## config.mk

```make
export PLATFORM = sky130hd
export DESIGN_NAME = ubm_uart
export DESIGN_NICKNAME = d
export VERILOG_FILES = /design/src/include/ubm_pkg.sv /design/src/rtl/ubm_rate_div.sv /design/src/rtl/ubm_uart.sv
export SDC_FILE = /design/constraint.sdc
export NUM_CORES = 1
export LEC_CHECK = 0
export BUFFER_PORTS_ARGS = -buffer_cell sky130_fd_sc_hd__buf_2
export CAP_MARGIN = 5
export CORE_MARGIN = 2
export CORE_UTILIZATION = 45
export DETAILED_ROUTE_END_ITERATION = 16
export GPL_ROUTABILITY_DRIVEN = 1
export GPL_TIMING_DRIVEN = 0
export SYNTH_ARGS = -nofsm -noshare
export SYNTH_HDL_FRONTEND = slang
export SYNTH_HIERARCHICAL = 1
export SYNTH_SLANG_ARGS = --single-unit
```

## constraint.sdc

```tcl
create_clock -name clk_i -period 2.4 [get_ports clk_i]
set_input_delay 0.12 -clock clk_i [delete_from_list [all_inputs] [get_ports clk_i]]
set_output_delay 0.12 -clock clk_i [all_outputs]
set_load 0.02 [all_outputs]
```

## src/include/ubm_pkg.sv

```systemverilog
// ubm_pkg: register map, field layouts and codes of the serial port
package ubm_pkg;

  localparam logic [7:0] ADDR_CTRL_HIGH  = 8'hf2;
  localparam logic [7:0] ADDR_CTRL_LOW   = 8'hf3;
  localparam logic [7:0] ADDR_SHIFT_DATA = 8'hf4;
  localparam logic [7:0] ADDR_BAUD_DIV   = 8'hf5;

  localparam logic [7:0] RST_CTRL_HIGH   = 8'h00;
  localparam logic [7:0] RST_CTRL_LOW    = 8'h00;
  localparam logic [7:0] RST_SHIFT_DATA  = 8'h00;
  localparam logic [7:0] RST_BAUD_DIV    = 8'h00;
  localparam logic [2:0] RST_PRESCALE    = 3'h0;

  // pending flag sits at bit 0 of both control registers
  localparam int unsigned POS_PEND       = 0;

  // oversampling: sixteen ticks per bit
  localparam logic [3:0] OS_LAST         = 4'hf;
  localparam logic [3:0] OS_MID          = 4'h7;
  localparam logic [2:0] BIT_LAST        = 3'h7;

  // prescaler masks for system clock / 8, 4, 2, 1
  localparam logic [2:0] PRE_MASK_DIV8   = 3'h7;
  localparam logic [2:0] PRE_MASK_DIV4   = 3'h3;
  localparam logic [2:0] PRE_MASK_DIV2   = 3'h1;
  localparam logic [2:0] PRE_MASK_DIV1   = 3'h0;

  typedef enum logic [1:0] {
    MODE_SYNC   = 2'b00,
    MODE_ASYNC8 = 2'b01,
    MODE_FIX9   = 2'b10,
    MODE_VAR9   = 2'b11
  } ubm_mode_e;

  typedef enum logic [1:0] {
    CLK_DIV8 = 2'b00,
    CLK_DIV4 = 2'b01,
    CLK_DIV2 = 2'b10,
    CLK_DIV1 = 2'b11
  } ubm_clksel_e;

  typedef struct packed {
    ubm_mode_e mode;
    logic      rsv;
    logic      rx_enable;
    logic      tx_ninth_bit;
    logic      rx_ninth_bit;
    logic      rx_int_en;
    logic      rx_pend;
  } ubm_ctrl_high_s;

  typedef struct packed {
    logic        par_en;
    logic        par_odd;
    logic        rx_par_odd;
    logic        rsv;
    ubm_clksel_e clk_sel;
    logic        tx_int_en;
    logic        tx_pend;
  } ubm_ctrl_low_s;

  typedef struct packed {
    logic [7:0] addr;
    logic [7:0] wdata;
    logic       wr;
    logic       rd;
  } ubm_req_s;

  typedef enum logic [2:0] {
    TX_IDLE  = 3'b000,
    TX_START = 3'b001,
    TX_DATA  = 3'b010,
    TX_NINTH = 3'b011,
    TX_STOP  = 3'b100,
    TX_SYNC  = 3'b101
  } ubm_tx_e;

  typedef enum logic [2:0] {
    RX_IDLE  = 3'b000,
    RX_START = 3'b001,
    RX_DATA  = 3'b010,
    RX_NINTH = 3'b011,
    RX_STOP  = 3'b100
  } ubm_rx_e;

endpackage : ubm_pkg

```

## src/rtl/ubm_rate_div.sv

```systemverilog
// ubm_rate_div: oversampling tick divider of the serial port
`timescale 1ns/10ps
`default_nettype none

module ubm_rate_div #(
  parameter int unsigned W = 8
) (
  input  wire logic         clk_i,
  input  wire logic         rstn_i,
  input  wire logic         ce_i,
  input  wire logic         tick_i,
  input  wire logic         fixed_i,
  input  wire logic [W-1:0] div_i,
  output logic              os_tick_o
);

  logic [W-1:0] cnt_q;
  logic [W-1:0] cnt_d;
  logic         os_d;

  // one tick per (div + 1) clock ticks, or every tick when fixed
  always_comb begin
    cnt_d = cnt_q;
    os_d  = 1'b0;
    if (tick_i) begin
      if (fixed_i || cnt_q >= div_i) begin
        cnt_d = '0;
        os_d  = 1'b1;
      end else begin
        cnt_d = cnt_q + 1'b1;
      end
    end
  end

  always_ff @(posedge clk_i) begin
    if (!rstn_i) begin
      cnt_q     <= '0;
      os_tick_o <= 1'b0;
    end else if (ce_i) begin
      cnt_q     <= cnt_d;
      os_tick_o <= os_d;
    end
  end
endmodule : ubm_rate_div

`default_nettype wire

```

## src/rtl/ubm_uart.sv

```systemverilog
// ubm_uart: serial port with sync shift mode and 10/11-bit frames
`timescale 1ns/10ps
`default_nettype none

module ubm_uart (
  input  wire logic              clk_i,
  input  wire logic              rstn_i,
  input  wire logic              ce_i,
  input  wire ubm_pkg::ubm_req_s req_i,
  output logic [7:0]             rdata_o,
  input  wire logic              serial_in_pin_i,
  output logic                   serial_in_pin_o,
  output logic                   serial_in_pin_oe_o,
  output logic                   serial_out_pin_o
);
  import ubm_pkg::*;

  function automatic logic has_ninth(input ubm_mode_e m);
    has_ninth = (m == MODE_FIX9) || (m == MODE_VAR9);
  endfunction : has_ninth

  function automatic logic [2:0] pre_mask(input ubm_clksel_e s);
    case (s)
      CLK_DIV8: pre_mask = PRE_MASK_DIV8;
      CLK_DIV4: pre_mask = PRE_MASK_DIV4;
      CLK_DIV2: pre_mask = PRE_MASK_DIV2;
      default:  pre_mask = PRE_MASK_DIV1;
    endcase
  endfunction : pre_mask

  ubm_ctrl_high_s ch_q;
  ubm_ctrl_high_s ch_d;
  ubm_ctrl_low_s  cl_q;
  ubm_ctrl_low_s  cl_d;
  logic [7:0]     div_q;
  logic [7:0]     div_d;
  logic [7:0]     rxbuf_q;
  logic [7:0]     rxbuf_d;
  logic [7:0]     rdata_q;
  logic [7:0]     rdata_d;
  logic [2:0]     pre_q;
  logic [2:0]     pre_d;
  logic [2:0]     sync_q;
  logic           filt_q;
  logic           filt_d;
  logic           uclk_tick;
  logic           os_tick;
  logic           wr_data;
  ubm_tx_e        tst_q;
  ubm_tx_e        tst_d;
  logic [3:0]     tos_q;
  logic [3:0]     tos_d;
  logic [2:0]     tbit_q;
  logic [2:0]     tbit_d;
  logic [7:0]     tsh_q;
  logic [7:0]     tsh_d;
  logic           tnine_q;
  logic           tnine_d;
  logic           out_q;
  logic           out_d;
  logic           drv_q;
  logic           drv_d;
  logic           s0rx_q;
  logic           s0rx_d;
  logic           tx_done;
  logic           m0_rx_done;
  ubm_rx_e        rst_q;
  ubm_rx_e        rst_d;
  logic [3:0]     ros_q;
  logic [3:0]     ros_d;
  logic [2:0]     rbit_q;
  logic [2:0]     rbit_d;
  logic [7:0]     rsh_q;
  logic [7:0]     rsh_d;
  logic           rprev_q;
  logic           rprev_d;
  logic           a_rx_done;
  logic           nine_we;
  logic           rx_go;
  logic           rx_done;
  logic [7:0]     rx_byte;

  assign wr_data            = req_i.wr && req_i.addr == ADDR_SHIFT_DATA;
  assign rx_done            = m0_rx_done || a_rx_done;
  assign rx_byte            = m0_rx_done ? tsh_q : rsh_q;
  assign rdata_o            = rdata_q;
  assign serial_in_pin_o    = tsh_q[0];
  assign serial_in_pin_oe_o = drv_q;
  assign serial_out_pin_o   = out_q;

  // ---- prescaler and receive pin synchroniser
  always_comb begin
    pre_d     = pre_q + 3'h1;
    uclk_tick = (pre_q & pre_mask(cl_q.clk_sel)) == pre_mask(cl_q.clk_sel);
    // a level change counts once the last two stages agree
    filt_d    = (sync_q[1] == sync_q[2]) ? sync_q[1] : filt_q;
  end

  always_ff @(posedge clk_i) begin
    if (!rstn_i) begin
      pre_q  <= RST_PRESCALE;
      sync_q <= 3'h7;
      filt_q <= 1'b1;
    end else if (ce_i) begin
      pre_q  <= pre_d;
      sync_q <= {sync_q[1:0], serial_in_pin_i};
      filt_q <= filt_d;
    end
  end

  // 16x tick; 9-bit fixed mode ignores the divisor
  ubm_rate_div #(
    .W (8)
  ) u_rate_div (
    .clk_i     (clk_i),
    .rstn_i    (rstn_i),
    .ce_i      (ce_i),
    .tick_i    (uclk_tick),
    .fixed_i   (ch_q.mode == MODE_FIX9),
    .div_i     (div_q),
    .os_tick_o (os_tick)
  );

  // ---- register file
  always_comb begin
    ch_d    = ch_q;
    cl_d    = cl_q;
    div_d   = div_q;
    rxbuf_d = rxbuf_q;
    rdata_d = 8'h00;
    if (req_i.wr) begin
      if (req_i.addr == ADDR_CTRL_HIGH) begin
        ch_d              = ubm_ctrl_high_s'(req_i.wdata);
        ch_d.rsv          = 1'b0;
        ch_d.rx_ninth_bit = ch_q.rx_ninth_bit;
        // writing 0 clears the flag, writing 1 leaves it
        ch_d.rx_pend      = ch_q.rx_pend && req_i.wdata[POS_PEND];
      end else if (req_i.addr == ADDR_CTRL_LOW) begin
        cl_d         = ubm_ctrl_low_s'(req_i.wdata);
        cl_d.rsv     = 1'b0;
        cl_d.tx_pend = cl_q.tx_pend && req_i.wdata[POS_PEND];
      end else if (req_i.addr == ADDR_BAUD_DIV) begin
        div_d = req_i.wdata;
      end
    end
    // hardware set wins over a clear in the same cycle
    if (tx_done) begin
      cl_d.tx_pend = 1'b1;
    end
    if (rx_done) begin
      ch_d.rx_pend = 1'b1;
      rxbuf_d      = rx_byte;
    end
    if (nine_we) begin
      ch_d.rx_ninth_bit = filt_q;
    end
    if (req_i.rd) begin
      if (req_i.addr == ADDR_CTRL_HIGH) begin
        rdata_d = ch_q;
      end else if (req_i.addr == ADDR_CTRL_LOW) begin
        rdata_d = cl_q;
      end else if (req_i.addr == ADDR_SHIFT_DATA) begin
        rdata_d = rxbuf_q;
      end else if (req_i.addr == ADDR_BAUD_DIV) begin
        rdata_d = div_q;
      end
    end
  end

  always_ff @(posedge clk_i) begin
    if (!rstn_i) begin
      ch_q    <= ubm_ctrl_high_s'(RST_CTRL_HIGH);
      cl_q    <= ubm_ctrl_low_s'(RST_CTRL_LOW);
      div_q   <= RST_BAUD_DIV;
      rxbuf_q <= RST_SHIFT_DATA;
      rdata_q <= 8'h00;
    end else if (ce_i) begin
      ch_q    <= ch_d;
      cl_q    <= cl_d;
      div_q   <= div_d;
      rxbuf_q <= rxbuf_d;
      rdata_q <= rdata_d;
    end
  end

  // ---- transmitter and sync-mode shifter
  always_comb begin
    tst_d      = tst_q;
    tos_d      = tos_q;
    tbit_d     = tbit_q;
    tsh_d      = tsh_q;
    tnine_d    = tnine_q;
    out_d      = out_q;
    drv_d      = drv_q;
    s0rx_d     = s0rx_q;
    tx_done    = 1'b0;
    m0_rx_done = 1'b0;
    case (tst_q)
      TX_IDLE: begin
        out_d  = 1'b1;
        drv_d  = 1'b0;
        tos_d  = 4'h0;
        tbit_d = 3'h0;
        if (wr_data) begin
          tsh_d   = req_i.wdata;
          // parity only matters in 9-bit modes
          tnine_d = cl_q.par_en ? (^req_i.wdata) ^ cl_q.par_odd
                                : ch_q.tx_ninth_bit;
          out_d   = 1'b0;
          if (ch_q.mode == MODE_SYNC) begin
            tst_d  = TX_SYNC;
            s0rx_d = 1'b0;
            drv_d  = 1'b1;
          end else begin
            tst_d = TX_START;
          end
        end else if (ch_q.mode == MODE_SYNC && ch_q.rx_enable &&
                     !ch_q.rx_pend) begin
          tst_d  = TX_SYNC;
          s0rx_d = 1'b1;
          out_d  = 1'b0;
        end
      end
      TX_START: begin
        if (os_tick) begin
          tos_d = tos_q + 4'h1;
          if (tos_q == OS_LAST) begin
            tst_d = TX_DATA;
            out_d = tsh_q[0];
          end
        end
      end
      TX_DATA: begin
        if (os_tick) begin
          tos_d = tos_q + 4'h1;
          if (tos_q == OS_LAST) begin
            tbit_d = tbit_q + 3'h1;
            tsh_d  = {1'b0, tsh_q[7:1]};
            out_d  = tsh_q[1];
            if (tbit_q == BIT_LAST) begin
              if (has_ninth(ch_q.mode)) begin
                tst_d = TX_NINTH;
                out_d = tnine_q;
              end else begin
                tst_d   = TX_STOP;
                out_d   = 1'b1;
                tx_done = 1'b1;
              end
            end
          end
        end
      end
      TX_NINTH: begin
        if (os_tick) begin
          tos_d = tos_q + 4'h1;
          if (tos_q == OS_LAST) begin
            tst_d   = TX_STOP;
            out_d   = 1'b1;
            tx_done = 1'b1;
          end
        end
      end
      TX_STOP: begin
        if (os_tick) begin
          tos_d = tos_q + 4'h1;
          if (tos_q == OS_LAST) begin
            tst_d = TX_IDLE;
          end
        end
      end
      TX_SYNC: begin
        if (os_tick) begin
          tos_d = tos_q + 4'h1;
          if (tos_q == OS_MID) begin
            out_d = 1'b1; // rising clock: sample point
            if (s0rx_q) begin
              tsh_d = {filt_q, tsh_q[7:1]};
            end
          end
          if (tos_q == OS_LAST) begin
            out_d  = 1'b0; // falling clock: data change
            tbit_d = tbit_q + 3'h1;
            if (!s0rx_q) begin
              tsh_d = {1'b0, tsh_q[7:1]};
            end
            if (tbit_q == BIT_LAST) begin
              tst_d = TX_IDLE;
              out_d = 1'b1;
              drv_d = 1'b0;
              if (s0rx_q) begin
                m0_rx_done = 1'b1;
              end else begin
                tx_done = 1'b1;
              end
            end
          end
        end
      end
      default: begin
        tst_d = TX_IDLE;
      end
    endcase
  end

  always_ff @(posedge clk_i) begin
    if (!rstn_i) begin
      tst_q   <= TX_IDLE;
      tos_q   <= 4'h0;
      tbit_q  <= 3'h0;
      tsh_q   <= 8'h00;
      tnine_q <= 1'b0;
      out_q   <= 1'b1;
      drv_q   <= 1'b0;
      s0rx_q  <= 1'b0;
    end else if (ce_i) begin
      tst_q   <= tst_d;
      tos_q   <= tos_d;
      tbit_q  <= tbit_d;
      tsh_q   <= tsh_d;
      tnine_q <= tnine_d;
      out_q   <= out_d;
      drv_q   <= drv_d;
      s0rx_q  <= s0rx_d;
    end
  end

  // ---- asynchronous receiver
  assign rx_go = ch_q.rx_enable && ch_q.mode != MODE_SYNC;

  always_comb begin
    rst_d     = rst_q;
    ros_d     = ros_q;
    rbit_d    = rbit_q;
    rsh_d     = rsh_q;
    rprev_d   = rprev_q;
    a_rx_done = 1'b0;
    nine_we   = 1'b0;
    if (os_tick) begin
      ros_d = ros_q + 4'h1;
    end
    case (rst_q)
      RX_IDLE: begin
        ros_d = 4'h0;
        if (os_tick) begin
          rprev_d = filt_q;
          // mode 1 starts on a low level, 9-bit modes on a fall
          if (rx_go && !filt_q &&
              (ch_q.mode == MODE_ASYNC8 || rprev_q)) begin
            rst_d = RX_START;
          end
        end
      end
      RX_START: begin
        if (os_tick && ros_q == OS_MID) begin
          ros_d  = 4'h0;
          rbit_d = 3'h0;
          // a start bit gone high by mid-bit was a glitch
          rst_d  = filt_q ? RX_IDLE : RX_DATA;
        end
      end
      RX_DATA: begin
        if (os_tick && ros_q == OS_LAST) begin
          rsh_d  = {filt_q, rsh_q[7:1]};
          rbit_d = rbit_q + 3'h1;
          if (rbit_q == BIT_LAST) begin
            rst_d = has_ninth(ch_q.mode) ? RX_NINTH : RX_STOP;
          end
        end
      end
      RX_NINTH: begin
        if (os_tick && ros_q == OS_LAST) begin
          nine_we   = 1'b1;
          a_rx_done = 1'b1;
          rprev_d   = 1'b0;
          rst_d     = RX_IDLE;
        end
      end
      RX_STOP: begin
        if (os_tick && ros_q == OS_LAST) begin
          a_rx_done = 1'b1;
          rprev_d   = 1'b0;
          rst_d     = RX_IDLE;
        end
      end
      default: begin
        rst_d = RX_IDLE;
      end
    endcase
    if (!rx_go && rst_q != RX_IDLE) begin
      rst_d     = RX_IDLE;
      a_rx_done = 1'b0;
      nine_we   = 1'b0;
    end
  end

  always_ff @(posedge clk_i) begin
    if (!rstn_i) begin
      rst_q   <= RX_IDLE;
      ros_q   <= 4'h0;
      rbit_q  <= 3'h0;
      rsh_q   <= 8'h00;
      rprev_q <= 1'b0;
    end else if (ce_i) begin
      rst_q   <= rst_d;
      ros_q   <= ros_d;
      rbit_q  <= rbit_d;
      rsh_q   <= rsh_d;
      rprev_q <= rprev_d;
    end
  end
endmodule : ubm_uart

`default_nettype wire

```

* Word level (Yosys, flattened, before mapping)
Index checks and enable logic that the tools add are counted.
** Operators by class
- Bitwise logic cells :: 4
- Eq/ne operators :: 56
- Order comparisons :: 1
- Reduce and logical (&&, ||, !) cells :: 61
- Mux-type cells :: 113
- Add/sub/neg operators :: 6
** Operators by type and width (count)
- $mux 8 :: 15
- $mux 3 :: 28
- $mux 1 :: 53
- $eq 8x8->1 const B :: 4
- $pmux 8 s3 :: 1
- $reduce_and 4->1 :: 6
- $ne 2x1->1 const B :: 11
- $ne 2x2->1 const B :: 11
- $reduce_bool 2->1 :: 11
- $ne 3x3->1 const B :: 6
- $pmux 3 s6 :: 1
- $pmux 4 s2 :: 2
- $eq 3x3->1 const B :: 5
- $reduce_and 3->1 :: 5
- $reduce_and 14->1 :: 1
- $eq 3x2->1 const B :: 4
- $mux 4 :: 3
- $pmux 3 s2 :: 2
- $pmux 3 s4 :: 1
- $logic_and 1x1->1 :: 11
- $reduce_and 10->1 :: 1
- $reduce_and 5->1 :: 2
- $add 3x1->3 const B :: 3
- $pmux 3 s3 :: 1
- 31 further kinds :: 53
** Storage, ports and cells
- Word-level logic and storage cells :: 274
- Bits in registers :: 95
- Input port bits :: 22
- Output and inout bits :: 11

* Longest topological paths before layout
Gate-level depths: netlist of the first run.
- Depth after elaboration :: 9
- Gate-level depth with buffers :: 10
- Gate-level depth less buffers :: 7

* Modules after synthesis
The synthesis of the first run kept the hierarchy.
** Modules (own cells, without submodules)
- ubm_uart :: seq. area each 1721.7 µm², times used 1, cells each 510, area an instance 4634.4 µm²
- ubm_rate_div :: seq. area each 180.2 µm², times used 1, cells each 74, area an instance 636.9 µm²

* Worst setup path after synthesis of the first run
No wires, ideal clock.
- Path kind :: register to register
- From :: register tbit_q[0]
- To :: register ch_q[0] in the netlist's numbering
- Clock period less this slack :: 1.868 ns
- Data required time :: 2.334 ns
- Cell stages (with the launch flop) :: 11
- Setup slack :: 0.532 ns
- Buffers on the path :: 3
- Library setup time :: 0.066 ns
- Arrival :: 1.801 ns
- Cells stage by stage :: dfxtp_1 -> ha_1 -> ha_1 -> nand2_1 -> nor4_2 -> buf_4 -> o21a_4 -> buf_6 -> buf_6 -> o21ai_1 -> a21oi_2
** On the way
- Longest elaborated chain between the ends :: 8
- Elaborated cells on any way between the ends :: 10
- Those cells by class :: eq/ne: 1; mux: 5; reduce/logical: 4
** RTL lines
- start: declaration :: line ubm_uart.sv:53 : logic [2:0] tbit_q;
- start signal: assignment :: line ubm_uart.sv:318 : tbit_q <= tbit_d;
- $eq 3x3->1 * :: line ubm_uart.sv:286 : if (tbit_q == BIT_LAST) begin
- $mux 1 * :: line ubm_uart.sv:286
- $mux 1 * :: line ubm_uart.sv:280 : if (tos_q == OS_LAST) begin
- $mux 1 * :: line ubm_uart.sv:272 : if (os_tick) begin
- $mux 1 * :: line ubm_uart.sv:198 : case (tst_q)
- $logic_or 1x1->1 * :: line ubm_uart.sv:84 : assign rx_done = m0_rx_done || a_rx_done;
- $reduce_bool 2->1 (no line)
- $reduce_and 3->1 (no line)
- end signal: assignment :: line ubm_uart.sv:172 : ch_q <= ubm_ctrl_high_s'(RST_CTRL_HIGH);
- end signal: assignment :: line ubm_uart.sv:178 : ch_q <= ch_d;
- end: declaration :: line ubm_uart.sv:31 : ubm_ctrl_high_s ch_q;
Mark *: on every way between the ends. The rest lies on a longest branch, timed or not.
A chain may end at the register's enable or synchronous reset.

* Final worst setup path of the first run
Same ends and word-level chain as after synthesis.

==> reports/qor.yml, run 1 <==
sta:
  rsz0062_at_grt: "no"
  finalCritPeriodShare_pct: 89.1
  final_hold_viol_count: 0
  skew_ps: 8.55
  tightest_slew_ps: 710
  drv_slew: 0
  clock.fmax_ghz: 0.468
  setup_viol: 0
  max-slew-margin-rel_pct: 52.6
  setup_tns_ps: 0
  period_needed_ps: 2140
worst_setup_path:
  worstPathRequired_ps: 2690
  critPathLaunchType: "flop"
  critPathMaxStageDelay_ps: 350
  crit_chain: "ha_1, ha_1, nand2_1, nor4_2, buf_4, o21a_4, buf_6, buf_6, o21ai_1, a21oi_2"
  crit_type: "reg -> reg"
  cp_data_arrival_time_ps: 2430
  crit_family: "buffers and inverters"
  cp_max_fo: 10
  critPathCaptureType: "flop"
  cp.depth: 10
  worst-path-buf-inv: 3
  slowest_stage: "dfxtp_1"
  r2r_cells: 10
final_layout:
  fin_util_pct: 51.7
  drive_gt1_share_pct: 15.0
  nNetsFinal: 665
  syn2layout_area_growth_pct: 11.9
  num_antenna_cells: 0
  final_cells: 775
  fin_area_um2: 5900
power:
  power.total_mw: 3.15
  peakVddDrop_v: 0.000478
  pwr_density_cell_nw_per_um2: 535
  p_leak_nw: 2.22
cts:
  clock_path_buffers: 2
  cts_tree: "yes"
  cts.sinks: 95
  cts_resized: 0
  htree_num_levels: 3
  clock-root-buffer: "clkbuf_16"
  cts.clk_slew.worst_paths_ps: 70
  clk_latency_ps: 350
  cts-buffers-inserted: 9
floorplan:
  core_area_um2: 11400
  rows: 39
  start_util_pct: 46.2
  die_y_um: 112
  io_pins: 33
  dieArea_um2: 12600
  die_w_um: 112
detailed_routing:
  drc: 0
  via_count: 4467
  drt_pre_antenna_iters: 5
  vias_per_cell: 5.76
  routed_wl_mm: 13.8
  drt_iter0_markers: 346
  routedWlPerCell_um: 17.9
  antenna_left: 0
global_routing:
  grt_pass1_vias: 4333
  grt_pass1_wl_mm: 22.7
  grt.overflow.total: 0
  grt_use_total_pct: 23.0
  antenna_found_initial: 0
  grt_max_degree: 17
min_path:
  whs_path_depth: 3
  hold_class: "in -> reg"
place:
  hpwl_mm: 10.4
  dpl_cell_area_um2: 5610
  routabilityCongestion: 0.857
  dp.cells: 758
  portBuffers: 31
logic_synthesis:
  synth_top_cell_by_area: "dfxtp_1"
  netlist_area_um2: 5270
  synth_fp_nets: 622
  ys_top_cells_by_area: "dfxtp_1 36%, mux2i_1 12%, nor2_1 5.1%"
  yosysWarnings: 6
  synth-seq-cells: 95
  async_flop_share_pct: 0
  avgSynthCellArea_um2: 9.03
  synthCells: 584
  synth_edf_count: 0
  synth_cell_types: 79
  synth_top_flop_cell: "dfxtp_1"
  yosysSeqAreaShare_pct: 36.1
  synth_top_area_share_pct: 36.1
outcome:
  status: "completed"
flow_run:
  maxCapViolations: 0
cell usage after synthesis, drive strengths merged (9+ instances only):
| cell | number |
|---|---|
| dfxtp | 95 |
| nor2 | 71 |
| mux2i | 61 |
| a21oi | 32 |
| nand2 | 32 |
| buf | 22 |
| inv | 19 |
| a22oi | 18 |
| clkbuf | 18 |
| a211oi | 17 |
| ha | 16 |
| o21ai | 16 |
| nand3 | 15 |
| xnor2 | 13 |
| nor3 | 11 |
| o22ai | 10 |
| nand4 | 9 |
through the flow:
step           hold WS [ps]  setup slack (ps)
6_report                102               262
3_3_place_gp            340               260
2_1_floorplan           246               532
4_1_cts                86.4               254
3_5_place_dp            356               265
5_1_grt                99.7               147
layout make-up:
cell class                 count  area [um^2]
fill                        1113         5520
multi-input combinational    430         3090
sequential                    95         1900
clock buffer                  10          239
buffer                        40          213
tap                          143          179
timing repair buffer          32          165
inverter                      19         71.3
clock inverter                 6         45.0
final timing paths:
kind                           from                     end  slack [ps]
min                        req_i[7]    cl_q[5]$_SDFFE_PN0P_         100
min reg2reg  tbit_q[0]$_SDFFE_PN0P_  tbit_q[0]$_SDFFE_PN0P_         470
max          tbit_q[0]$_SDFFE_PN0P_    ch_q[0]$_SDFFE_PN0P_         260
max reg2reg  tbit_q[0]$_SDFFE_PN0P_    ch_q[0]$_SDFFE_PN0P_         260
cell families after synthesis:
logic type,Yosys count,synth area share [%]
multiplexers,62,11.8
XOR/XNOR,21,3.75
AO/OA/AOI/OAI,142,19.5
buffers and inverters,59,5.39
flip-flops,95,36.1
adder cells (fa/ha/maj),16,3.80
AND/OR/NAND/NOR,189,19.7
state kept, by name (all words and copies together) (netlist names), 4 cells and up:
signal	cells
ros_q	4
u_rate_div/cnt_q	8
rdata_o	8
cl_q	7
tsh_q	8
ch_q	7
rxbuf_q	8
tos_q	4
div_q	8
rsh_q	8
placed cells by master, fill, tap and decap left out, types with 17 or more instances in the layout:
| cell | instances |
|---|---|
| inv_1 | 18 |
| a21oi_1 | 31 |
| buf_2 | 45 |
| mux2i_1 | 61 |
| clkbuf_1 | 18 |
| nand2_1 | 31 |
| nor2_1 | 71 |
| a211oi_1 | 17 |
| dfxtp_1 | 95 |
| a22oi_1 | 18 |
layer usage:
metal / up-vias / track usage, % / part of all wire [%]
li1: 2217 / - / -
met1: 2099 / 30.1 / 45
met2: 135 / 37.6 / 48
met3: 16 / 6.05 / 6.0
met4: 0 / 6.34 / 1.4
met5: - / 0 / 0
where the power goes:
part	total (mW)	internal [mW]	switching, mW
Sequential	1.59	1.58	0.00612
Combinational	0.197	0.0710	0.126
Clock	1.37	0.734	0.633
Total	3.15	2.39	0.765
worst reg2reg max path, cell delays in order (launching register included):
cell     delay (ps)
dfxtp_1         350
ha_1            160
ha_1            270
nand2_1         180
nor4_2          280
buf_4           240
o21a_4          150
buf_6           120
buf_6           140
o21ai_1          70
a21oi_2         120
timing repair:
item,4_1_cts,5_1_grt
hold endpoints to repair,1,0
hold buffers,1,0
setup buffers,0,0
Note: power is estimated with default switching activity, not from simulation.
==> run 2: changes to the inputs <==
--- a/config.mk
+++ b/config.mk
@@ -12,6 +12,7 @@
 export DETAILED_ROUTE_END_ITERATION = 16
 export GPL_ROUTABILITY_DRIVEN = 1
 export GPL_TIMING_DRIVEN = 0
+export HOLD_SLACK_MARGIN = 0.12
 export SYNTH_ARGS = -nofsm -noshare
 export SYNTH_HDL_FRONTEND = slang
 export SYNTH_HIERARCHICAL = 1
==> run 2 against run 1 <==
Net effect:
- sequential power about the same
- critical path type unchanged
- sequential cell count is the same
- via count rose by 1.3%
- clock skew about the same
- critical path depth unchanged
==> reports/qor.yml, run 2 (synthesized netlist as in run 1, its figures left out) <==
worst_setup_path:
  crit_type: "reg -> reg"
  cp_data_arrival_time_ps: 2440
  r2r_end: "ch_q[0]$_SDFFE_PN0P_"
  cp_max_fo: 10
  worstReg2RegStart: "tbit_q[0]$_SDFFE_PN0P_"
  r2r_cells: 10
  r2r_slack_ps: 250
  worstPathRequired_ps: 2690
  critPathLaunchType: "flop"
  critPathCaptureType: "flop"
global_routing:
  grt_max_degree: 17
  antenna_found_initial: 0
  grt_use_total_pct: 23.1
  grt_pass1_vias: 4381
  grt_pass1_wl_mm: 22.9
  grt.overflow.total: 0
detailed_routing:
  drt_pre_antenna_iters: 5
  routedWlPerCell_um: 17.9
  drc: 0
  antenna_left: 0
  drt_iter0_markers: 317
  vias_per_cell: 5.79
  via_count: 4524
  routed_wl_mm: 14.0
sta:
  tightest_slew_ps: 702
  rsz0062_at_grt: "no"
  max-slew-margin-rel_pct: 53.2
  setup_viol: 0
  setup_tns_ps: 0
  final_hold_viol_count: 0
  period_needed_ps: 2150
  clock.fmax_ghz: 0.465
  finalCritPeriodShare_pct: 89.6
  drv_slew: 0
  skew_ps: 8.26
flow_run:
  maxCapViolations: 0
floorplan:
  rows: 39
  die_w_um: 112
  dieArea_um2: 12600
  start_util_pct: 46.2
  die_y_um: 112
  core_area_um2: 11400
  io_pins: 33
power:
  p_leak_nw: 2.25
  power.total_mw: 3.16
  peakVddDrop_v: 0.000477
  pwr_density_cell_nw_per_um2: 530
place:
  dpl_cell_area_um2: 5610
  dp.cells: 758
  hpwl_mm: 10.4
  routabilityCongestion: 0.857
  portBuffers: 31
final_layout:
  most-common-layout-cells: "95 x dfxtp_1, 71 x nor2_1, 61 x mux2i_1"
  layout_commonest_cell: "dfxtp_1"
  num_antenna_cells: 0
  fin_area_um2: 5970
  nNetsFinal: 672
  syn2layout_area_growth_pct: 13.2
  final_cells: 782
  drive_gt1_share_pct: 14.9
min_path:
  hold_start: "req_i[5]"
  hold_class: "in -> reg"
  hold_path_end: "cl_q[3]$_SDFFE_PN0P_"
  whs_path_depth: 3
cts:
  cts-buffers-inserted: 9
  cts_tree: "yes"
  clock_path_buffers: 2
  postCtsSetupBuffers: 0
  clock-root-buffer: "clkbuf_16"
  hold_buffers: 7
  htree_num_levels: 3
  cts.sinks: 95
  clk_latency_ps: 350
  cts_resized: 0
  cts.clk_slew.worst_paths_ps: 70
outcome:
  status: "completed"
-- run 2: changes by cell type in the layout (fill, tap and decap cells not counted) --
cell           previous run  this run
dlygate4sd3_1             1         8
-- run 2: worst max-delay path by stage --
stage,slack (ps),from,endpoint
4_1_cts,250,tbit_q[0]$_SDFFE_PN0P_,ch_q[0]$_SDFFE_PN0P_
3_5_place_dp,260,tbit_q[0]$_SDFFE_PN0P_,ch_q[0]$_SDFFE_PN0P_
3_3_place_gp,260,tbit_q[0]$_SDFFE_PN0P_,ch_q[0]$_SDFFE_PN0P_
2_1_floorplan,530,tbit_q[0]$_SDFFE_PN0P_,ch_q[0]$_SDFFE_PN0P_
6_report,250,tbit_q[0]$_SDFFE_PN0P_,ch_q[0]$_SDFFE_PN0P_
5_1_grt,150,tbit_q[0]$_SDFFE_PN0P_,ch_q[0]$_SDFFE_PN0P_
-- run 2: critical path: stages (launching register included) --
cell     delay, ps
dfxtp_1        340
ha_1           160
ha_1           280
nand2_1        180
nor4_2         280
buf_4          240
o21a_4         150
buf_6          120
buf_6          140
o21ai_1         70
a21oi_2        120
-- run 2: power by group --
group          internal [mW]  total, mW  switching [mW]
Combinational         0.0784      0.207           0.128
Sequential              1.58       1.59         0.00615
Clock                  0.734       1.37           0.634
Total                   2.40       3.16           0.768
-- run 2: stage by stage --
stage          hold slack [ps]  util, %  setup WS, ps
2_1_floorplan              246        -           532
6_report                   160     52.3           249
4_1_cts                    129     52.2           254
3_5_place_dp               356     49.1           265
5_1_grt                    158     52.3           147
3_3_place_gp               340     49.1           260
-- run 2: layout make-up --
cell class	instances	area, um^2
clock inverters	6	45.0
fillers	1107	5450
clock buffers	10	239
inverters	19	71.3
multi-input cells	430	3090
well taps	143	179
repair buffers	39	235
flip-flops and latches	95	1900
plain buffers	40	213
-- run 2: routing by layer --
layer | vias to the layer above | share of wire [%] | track usage [%]
met3 | 19 | 6.7 | 6.16
met1 | 2121 | 45 | 30.2
met5 | - | 0 | 0
met4 | 0 | 1.6 | 6.50
met2 | 150 | 47 | 37.8
li1 | 2234 | - | -
